===== config.mk =====
export PLATFORM = sky130hd
export DESIGN_NAME = lhs_core
export DESIGN_NICKNAME = d
export VERILOG_FILES = /design/src/hw/lhs_fifo.v /design/src/hw/lhs_core.v
export VERILOG_INCLUDE_DIRS = /design/src /design/src/hw
export SDC_FILE = /design/constraint.sdc
export NUM_CORES = 1
export LEC_CHECK = 0
export BUFFER_PORTS_ARGS = -buffer_cell sky130_fd_sc_hd__buf_2
export CORE_AREA = 2 2 161 163
export DETAILED_ROUTE_END_ITERATION = 10
export DIE_AREA = 0 0 163 165
export PLACE_DENSITY = 0.87
export SLEW_MARGIN = 15
export SYNTH_ARGS = -nofsm -noshare
export SYNTH_HDL_FRONTEND = slang
export SYNTH_SLANG_ARGS = --single-unit

===== constraint.sdc =====
create_clock -name clk_i -period 7 [get_ports clk_i]
set_clock_uncertainty 0.15 [all_clocks]
set_input_delay 1.75 -clock clk_i [delete_from_list [all_inputs] [get_ports clk_i]]
set_output_delay 1.75 -clock clk_i [all_outputs]
set_load 0.03 [all_outputs]

===== src/hw/lhs_regs.vh =====
// Constants for the frame header engine: field codes, timing and states.
// Assumes inclusion by bare name from the design files under hw/.
`ifndef LHS_REGS_VH
`define LHS_REGS_VH
// ----------------------------------------------------------------------------
// Fixed field values
// ----------------------------------------------------------------------------
`define LHS_SYNC_BYTE       8'h55
`define LHS_BREAK_BITS      5'h0D
`define LHS_CHAR_BITS       4'hA
// ----------------------------------------------------------------------------
// Default bit time: 19200 baud at 100 MHz, bit time in ns and in cycles
// ----------------------------------------------------------------------------
`define LHS_BIT_TIME_NS     52083
`define LHS_CLK_PERIOD_NS   10
`define LHS_BIT_CYCLES      ((`LHS_BIT_TIME_NS) / (`LHS_CLK_PERIOD_NS))
// ----------------------------------------------------------------------------
// Slave receive states
// ----------------------------------------------------------------------------
`define LHS_RX_IDLE         3'h0
`define LHS_RX_BREAK        3'h1
`define LHS_RX_WAITSYNC     3'h2
`define LHS_RX_MEASURE      3'h3
`define LHS_RX_ID           3'h4
// ----------------------------------------------------------------------------
// Master transmit states
// ----------------------------------------------------------------------------
`define LHS_TX_IDLE         2'h0
`define LHS_TX_BREAK        2'h1
`define LHS_TX_DELIM        2'h2
`define LHS_TX_CHAR         2'h3
`endif


===== src/hw/lhs_fifo.v =====
// Synchronous FIFO with valid/ready on both sides, flip-flop storage.
// Assumes one clock and an active-low asynchronous reset.
`timescale 1ns/10ps
`default_nettype none
module lhs_fifo #(
	parameter WIDTH = 8,
	parameter DEPTH = 8,
	parameter AW    = 3
) (
	// Clock and reset
	input  wire             clk_i,
	input  wire             nrst_i,
	// Fill side
	input  wire             in_valid_i,
	output wire             in_ready_o,
	input  wire [WIDTH-1:0] in_data_i,
	// Drain side
	output wire             out_valid_o,
	input  wire             out_ready_i,
	output wire [WIDTH-1:0] out_data_o
);
	reg  [WIDTH-1:0] mem_q [0:DEPTH-1];
	reg  [AW-1:0]    wr_q;
	reg  [AW-1:0]    rd_q;
	reg  [AW:0]      cnt_q;
	wire             push;
	wire             pop;

	assign in_ready_o  = (cnt_q != DEPTH[AW:0]);
	assign out_valid_o = (cnt_q != {(AW+1){1'b0}});
	assign out_data_o  = mem_q[rd_q];
	assign push        = in_valid_i & in_ready_o;
	assign pop         = out_valid_o & out_ready_i;

	always @(posedge clk_i) begin
		if (push) begin
			mem_q[wr_q] <= in_data_i;
		end
	end

	always @(posedge clk_i or negedge nrst_i) begin
		if (!nrst_i) begin
			wr_q  <= {AW{1'b0}};
			rd_q  <= {AW{1'b0}};
			cnt_q <= {(AW+1){1'b0}};
		end else begin
			if (push) begin
				wr_q <= (wr_q == DEPTH[AW-1:0] - 1'b1) ? {AW{1'b0}} : wr_q + 1'b1;
			end
			if (pop) begin
				rd_q <= (rd_q == DEPTH[AW-1:0] - 1'b1) ? {AW{1'b0}} : rd_q + 1'b1;
			end
			if (push && !pop) begin
				cnt_q <= cnt_q + 1'b1;
			end else if (pop && !push) begin
				cnt_q <= cnt_q - 1'b1;
			end
		end
	end
endmodule
`default_nettype wire


===== src/hw/lhs_core.v =====
// Frame header engine: master header sender and slave header detector with
// per-frame baud measurement. Received identifier bytes leave via a FIFO.
// Assumes rx_i is already synchronous to clk_i; low on the line is dominant.
// The measured bit time also sets the break threshold for the next header.
//
// How it works
// - A header is only started while master_i is high; in slave mode no header starts.
// - The header goes out as break, then sync byte, then identifier, never another order.
// - The break is a timed low level; sync and identifier are normal 8N1 characters.
// - The break holds the line dominant for 13 bit times.
// - A slave sees a break followed by a sync byte as a new frame and is aligned for the identifier.
// - After enable the slave arms reception and its timer, waits for a header, then adopts the rate.
// - The bit time is remeasured on every header; the previous value only sets that header's break threshold.
// - The sync field carries 55h, whose falling edges span eight bit times.
// - A dedicated measuring timer counts the sync field to give the bit time.
`timescale 1ns/10ps
`default_nettype none
`include "lhs_regs.vh"
module lhs_core #(
	parameter CW        = 20,
	parameter BIT_CYC   = `LHS_BIT_CYCLES,
	parameter FIFO_DEPTH = 8
) (
	// Clock and reset
	input  wire       clk_i,
	input  wire       nrst_i,
	// Mode and header request
	input  wire       enable_i,
	input  wire       master_i,
	input  wire       send_i,
	input  wire [7:0] send_id_i,
	// Bus line
	input  wire       rx_i,
	output reg        tx_o,
	// Status
	output reg        busy_o,
	output reg        synced_o,
	output reg [CW-1:0] bit_cycles_o,
	output reg        frame_o,
	// Received identifier stream
	output reg        id_valid_o,
	input  wire       id_ready_i,
	output reg  [7:0] id_data_o
);
	// ------------------------------------------------------------------------
	// Master transmit
	// ------------------------------------------------------------------------
	reg  [1:0]    tx_st_q;
	reg  [CW-1:0] tx_cnt_q;
	reg  [4:0]    tx_bit_q;
	reg  [9:0]    tx_sh_q;
	reg           tx_second_q;
	reg  [7:0]    tx_id_q;
	wire [CW-1:0] bit_last;
	wire          tx_tick;

	// One bit time is BIT_CYC clocks; the divider pulses tx_tick on its last count.
	assign bit_last = BIT_CYC[CW-1:0] - 1'b1;
	assign tx_tick  = (tx_cnt_q == bit_last);

	// Transmitter: break as a timed low level, then two framed characters.
	always @(posedge clk_i or negedge nrst_i) begin
		if (!nrst_i) begin
			tx_st_q     <= `LHS_TX_IDLE;
			tx_cnt_q    <= {CW{1'b0}};
			tx_bit_q    <= 5'h00;
			tx_sh_q     <= 10'h3FF;
			tx_second_q <= 1'b0;
			tx_id_q     <= 8'h00;
			tx_o        <= 1'b1;
			busy_o      <= 1'b0;
		end else begin
			tx_cnt_q <= (tx_st_q == `LHS_TX_IDLE || tx_tick) ? {CW{1'b0}} : tx_cnt_q + 1'b1;
			case (tx_st_q)
			`LHS_TX_IDLE: begin
				tx_o   <= 1'b1;
				busy_o <= 1'b0;
				if (send_i && master_i && enable_i) begin
					tx_id_q  <= send_id_i;
					tx_bit_q <= 5'h00;
					tx_o     <= 1'b0;
					busy_o   <= 1'b1;
					tx_st_q  <= `LHS_TX_BREAK;
				end
			end
			`LHS_TX_BREAK: begin
				if (tx_tick) begin
					if (tx_bit_q == `LHS_BREAK_BITS - 1'b1) begin
						tx_o    <= 1'b1;
						tx_st_q <= `LHS_TX_DELIM;
					end else begin
						tx_bit_q <= tx_bit_q + 1'b1;
					end
				end
			end
			// One recessive bit separates the break from the sync character.
			`LHS_TX_DELIM: begin
				if (tx_tick) begin
					tx_sh_q     <= {1'b1, `LHS_SYNC_BYTE, 1'b0};
					tx_o        <= 1'b0;
					tx_second_q <= 1'b0;
					tx_bit_q    <= 5'h00;
					tx_st_q     <= `LHS_TX_CHAR;
				end
			end
			// Each character is ten bit times: start, eight data bits LSB first, stop.
			`LHS_TX_CHAR: begin
				if (tx_tick) begin
					if (tx_bit_q == {1'b0, `LHS_CHAR_BITS} - 1'b1) begin
						tx_bit_q <= 5'h00;
						if (!tx_second_q) begin
							tx_sh_q     <= {1'b1, tx_id_q, 1'b0};
							tx_o        <= 1'b0;
							tx_second_q <= 1'b1;
						end else begin
							tx_o    <= 1'b1;
							busy_o  <= 1'b0;
							tx_st_q <= `LHS_TX_IDLE;
						end
					end else begin
						tx_bit_q <= tx_bit_q + 1'b1;
						tx_sh_q  <= {1'b1, tx_sh_q[9:1]};
						tx_o     <= tx_sh_q[1];
					end
				end
			end
			default: begin
				tx_st_q <= `LHS_TX_IDLE;
			end
			endcase
		end
	end

	// ------------------------------------------------------------------------
	// Slave header detection and bit time measurement
	// ------------------------------------------------------------------------
	reg  [2:0]    rx_st_q;
	reg  [CW-1:0] meas_q;
	reg  [CW-1:0] low_q;
	reg  [CW-1:0] rate_q;
	reg  [CW-1:0] rcnt_q;
	reg  [3:0]    edges_q;
	reg  [3:0]    rbit_q;
	reg  [7:0]    rsh_q;
	reg           rx_prev_q;
	reg           f_valid_q;
	reg  [7:0]    f_data_q;
	wire          fall;
	wire          f_ready;
	wire          o_valid;
	wire [7:0]    o_data;
	wire [CW-1:0] brk_min;
	wire [CW-1:0] id_first;
	wire [CW-1:0] id_next;

	assign fall = rx_prev_q & ~rx_i;
	// A low run shorter than 12.5 bit times of the last rate is a data bit, not a break.
	assign brk_min = rate_q * `LHS_BREAK_BITS - {1'b0, rate_q[CW-1:1]};
	// Reload values are one short because the sampling edge itself takes one clock.
	assign id_first = rate_q + {1'b0, rate_q[CW-1:1]} - 1'b1;
	assign id_next  = rate_q - 1'b1;

	// Receiver: break, sync edges, then the identifier sampled mid-bit.
	always @(posedge clk_i or negedge nrst_i) begin
		if (!nrst_i) begin
			rx_st_q   <= `LHS_RX_IDLE;
			meas_q    <= {CW{1'b0}};
			low_q     <= {CW{1'b0}};
			rate_q    <= BIT_CYC[CW-1:0];
			rcnt_q    <= {CW{1'b0}};
			edges_q   <= 4'h0;
			rbit_q    <= 4'h0;
			rsh_q     <= 8'h00;
			rx_prev_q <= 1'b1;
			f_valid_q <= 1'b0;
			f_data_q  <= 8'h00;
			synced_o  <= 1'b0;
			frame_o   <= 1'b0;
		end else begin
			rx_prev_q <= rx_i;
			frame_o   <= 1'b0;
			if (f_valid_q && f_ready) begin
				f_valid_q <= 1'b0;
			end
			if (!enable_i || master_i) begin
				// A half-received identifier must not resume after a mode change.
				rx_st_q  <= `LHS_RX_IDLE;
				synced_o <= 1'b0;
				rbit_q   <= 4'h0;
				rcnt_q   <= {CW{1'b0}};
			end else begin
				case (rx_st_q)
				`LHS_RX_IDLE: begin
					if (fall) begin
						low_q   <= {CW{1'b0}};
						rx_st_q <= `LHS_RX_BREAK;
					end
				end
				`LHS_RX_BREAK: begin
					if (!rx_i) begin
						if (low_q != {CW{1'b1}}) begin
							low_q <= low_q + 1'b1;
						end
					end else if (low_q >= brk_min) begin
						synced_o <= 1'b0;
						rx_st_q  <= `LHS_RX_WAITSYNC;
					end else begin
						rx_st_q <= `LHS_RX_IDLE;
					end
				end
				// The falling edge of the sync start bit opens the measurement.
				`LHS_RX_WAITSYNC: begin
					if (fall) begin
						meas_q  <= {CW{1'b0}};
						edges_q <= 4'h0;
						rx_st_q <= `LHS_RX_MEASURE;
					end
				end
				`LHS_RX_MEASURE: begin
					meas_q <= meas_q + 1'b1;
					if (fall) begin
						if (edges_q == 4'h3) begin
							rate_q   <= {3'b000, meas_q[CW-1:3]} + 1'b1;
							synced_o <= 1'b1;
							frame_o  <= 1'b1;
							rbit_q   <= 4'h0;
							rcnt_q   <= {CW{1'b0}};
							rx_st_q  <= `LHS_RX_ID;
						end else begin
							edges_q <= edges_q + 1'b1;
						end
					end else if (meas_q == {CW{1'b1}}) begin
						// A sync field that never ends drops back to waiting for a break.
						rx_st_q <= `LHS_RX_IDLE;
					end
				end
				// Wait for the start edge, sample 1.5 bits later and then every bit.
				`LHS_RX_ID: begin
					if (rbit_q == 4'h0 && rcnt_q == {CW{1'b0}} && !fall) begin
						rcnt_q <= {CW{1'b0}};
					end else if (rbit_q == 4'h0 && rcnt_q == {CW{1'b0}}) begin
						rcnt_q <= id_first;
						rbit_q <= 4'h1;
					end else if (rcnt_q != {CW{1'b0}}) begin
						rcnt_q <= rcnt_q - 1'b1;
					end else begin
						rsh_q  <= {rx_i, rsh_q[7:1]};
						rcnt_q <= id_next;
						rbit_q <= rbit_q + 1'b1;
						if (rbit_q == 4'h8) begin
							f_valid_q <= 1'b1;
							f_data_q  <= {rx_i, rsh_q[7:1]};
							rbit_q    <= 4'h0;
							rcnt_q    <= {CW{1'b0}};
							rx_st_q   <= `LHS_RX_IDLE;
						end
					end
				end
				default: begin
					rx_st_q <= `LHS_RX_IDLE;
				end
				endcase
			end
		end
	end

	// ------------------------------------------------------------------------
	// Identifier buffer and registered outputs
	// ------------------------------------------------------------------------
	wire out_take;

	assign out_take = ~id_valid_o | id_ready_i;

	lhs_fifo #(
		.WIDTH (8),
		.DEPTH (FIFO_DEPTH),
		.AW    (3)
	) lhs_fifo_i (
		.clk_i       (clk_i),
		.nrst_i      (nrst_i),
		.in_valid_i  (f_valid_q),
		.in_ready_o  (f_ready),
		.in_data_i   (f_data_q),
		.out_valid_o (o_valid),
		.out_ready_i (out_take),
		.out_data_o  (o_data)
	);

	// The output stage refills whenever it is empty or being drained.
	always @(posedge clk_i or negedge nrst_i) begin
		if (!nrst_i) begin
			id_valid_o   <= 1'b0;
			id_data_o    <= 8'h00;
			bit_cycles_o <= {CW{1'b0}};
		end else begin
			bit_cycles_o <= rate_q;
			if (out_take) begin
				id_valid_o <= o_valid;
				id_data_o  <= o_data;
			end
		end
	end
endmodule
`default_nettype wire


==> flow_summary.ini <==
[status]
run_status = completed

[synthesis]
synth-edff-count = 64
post_synth_main_area_contributors = dfrtp_1, edfxtp_1, ha_1
async_reset_ff_share_pct = 74.90
synth_top_area_share_pct = 28.16
post_synth_num_cell_types = 83
syn_area_per_cell_um2 = 10.01
synth-seq-area-share_pct = 42.97
yosys_warnings = 0
synth.cell_area_um2 = 15640
yosys.area.top_type = dfrtp_1
ys_seq_elements = 255
synth_top_flop_cell = dfrtp_1
synthCells = 1562

[worst_setup_path]
start_kind = flop
arrival_ns = 5.67
endpoint_kind = flop
critPathMaxFanout = 5
rr_startpoint = rate_q[5]$_DFFE_PN0P_
crit_start = rate_q[5]$_DFFE_PN0P_
timing_worst_setup_path_type = flop to flop
crit_required_ns = 7.29

[timing]
fin_ws_ns = 1.617
share_of_the_clock_period_used_by_the_worst_path_after_layout_pct = 76.90
setup_total_negative_slack_ns = 0
achievable-frequency_mhz = 185.8
hold_ws_ns = 0.2478
timing_worst_slew_pin_value_ns = 1.168
timing_max_transition_violations_final = 0
timing.slew.headroom_pct = 21.53
post-route-min-period_ns = 5.383
grt_setup_unrepaired = no
setup_violations = 0
hold_violations = 0

[cts]
post_cts_resized = 0
hold_buffers = 0
sink_count = 255
cts_inserted_buffers = 27
clockRootBuffer = clkbuf_16
postCtsSetupRepairBufs = 0
clk-insertion-delay-late_ns = 0.56
htree_levels = 1
tritoncts = yes
cts_max_path_buffers = 3
cts.clk_slew.worst_paths_ns = 0.07

[global_route]
pin_count_of_the_biggest_net_entering_global_routing = 82
grt_first_pass_wirelength_um = 60010
track_usage_pct = 27.92
grt_overflow = 0
grt_antenna_before_repair = 0
via_count_of_the_first_global_routing_pass = 11845

[power_and_ir_drop]
power.leakage_nw = 7.440
ir_drop_mv = 0.2004
powerDensity_nw_per_um2 = 211.0

[detailed_routing]
finalWirelength_um = 36840
wl_per_cell_um = 18.92
dr_total_vias = 12096
drt-pass1-iter-count = 6
initialDrtViolationCount = 1076
detail_route.vias_per_cell = 6.213
drt_drc_violations_left = 0
post_route_antenna_net_violation_count = 0

[layout]
layout-drive-gt1-share_pct = 10.64
layout.cells.most_common = dfrtp_1
flow.area_growth_from_synthesis_pct = 8.688
finish.net_count = 1760
fin_area_um2 = 17000
most-common-layout-cells = dfrtp_1, nor2_1, nand2_1, inv_1, ha_1
final_core_utilization_pct = 67.90

[die]
design.portCount = 48
design.die.area_um2 = 26900
initial_core_util_pct = 62.47
die_height_um = 165
std_cell_rows = 58
placeableCoreArea_um2 = 25040
die_width_um = 163

[place]
io_buffers = 45
place_worst_setup_slack_ns = 1.662
postPlaceCellArea_um2 = 16150
globalplace.congestion = 0.9563
place.detailed.hpwl_um = 26250

[min_path]
timing.hold.worst.class = flop to flop
worst_hold_start = rate_q[15]$_DFFE_PN0P_

[run]
maxCapViolCount = 0
## worst paths after layout
path                                                   to  slack, ns  cells past startpoint
hold / removal                 bit_cycles_o[15]$_DFF_PN0_       0.25                      0
min in group asynchronous          tx_id_q[1]$_DFFE_PN0P_       1.08                      1
setup reg to reg                   rx_st_q[1]$_DFFE_PN0P_       1.62                     20
setup / recovery                   rx_st_q[1]$_DFFE_PN0P_       1.62                     20
hold reg to reg                bit_cycles_o[15]$_DFF_PN0_       0.25                      0
max in group asynchronous  lhs_fifo_i.rd_q[0]$_DFFE_PN0P_       4.30                      2
## critical path: stages (launching register included)
cell      delay [ns]
dfrtp_1         0.47
inv_1           0.22
fa_1            0.46
ha_1            0.33
fa_1            0.47
ha_1            0.35
o21ai_0         0.33
o211a_1         0.26
o21bai_1        0.12
a21oi_1         0.18
nor2b_1         0.08
o41ai_1         0.32
xor2_1          0.19
ha_1            0.26
a21o_1          0.18
a21oi_1         0.14
nor2b_1         0.06
o21ai_0         0.20
o211ai_1        0.13
a21o_1          0.18
a31o_1          0.20
## logic make-up (layout without fill, tap and decap cells)
kind of cell	Yosys count	in the layout	share of synthesized area (%)
buffers and inverters	186	239	4.576
XOR/XNOR	107	107	5.992
AO/OA/AOI/OAI	308	308	12.24
AND/OR/NAND/NOR	494	494	15.14
other	1	3	0.02398
multiplexers	61	61	5.432
flip-flops	255	255	42.97
adder cells (fa/ha/maj)	150	150	13.63
## synthesized netlist by cell type, drive strengths merged (9+ instances only)
| cell type | number |
|---|---|
| mux2 | 31 |
| ha | 116 |
| mux4 | 16 |
| fa | 34 |
| nor4 | 19 |
| o211ai | 9 |
| and3 | 18 |
| mux2i | 14 |
| a21o | 29 |
| clkbuf | 44 |
| o31ai | 12 |
| dfstp | 15 |
| nor2b | 10 |
| edfxtp | 64 |
| inv | 136 |
| a31oi | 12 |
| nand4 | 16 |
| nor2 | 159 |
| dfrtp | 176 |
| nand3 | 36 |
| nor3 | 35 |
| nand2 | 137 |
| a21oi | 71 |
| xor2 | 52 |
| o21ai | 107 |
| nand2b | 15 |
| xnor2 | 55 |
## stage by stage
step | total power, mW | std cells
global placement | 2.187 | 1896
CTS | 3.600 | 1946
finish | 3.587 | 1947
floorplan | 2.084 | 1563
detailed placement | 2.226 | 1896
global route | 3.737 | 1946
## state kept, by name, summed over array words and instances, names as in the netlist, 5 cells and up
name / flops
rsh_q: 7
tx_cnt_q: 20
f_data_q: 8
bit_cycles_o: 18
rate_q: 18
low_q: 20
lhs_fifo_i.mem_q: 64
meas_q: 20
tx_bit_q: 5
id_data_o: 8
tx_id_q: 8
tx_sh_q: 8
rcnt_q: 20
## final cells by class
type | instances | area, um^2
Clock buffer | 36 | 729.5
Multi-Input combinational cell | 1122 | 8218
Antenna cell | 1 | 2.502
Inverter | 136 | 510.5
Sequential cell | 255 | 6721
Timing Repair Buffer | 53 | 294.0
Tap cell | 330 | 412.9
Fill cell | 1798 | 8038
Clock inverter | 14 | 110.1
## per-layer routing
metal / vias to the layer above / GRT usage [%] / share of wire, %
li1: 5550 / - / -
met1: 5954 / 35.01 / 39
met2: 477 / 48.27 / 49
met3: 113 / 5.324 / 7.5
met4: 2 / 10.06 / 3.4
met5: - / 2.083 / 0.14
## power breakdown
part | switching [mW] | internal (mW)
Clock | 0.600 | 0.772
Sequential | 0.130 | 1.60
Combinational | 0.269 | 0.213
Total | 0.998 | 2.59
No activity file was read; power rests on OpenSTA's default activity.
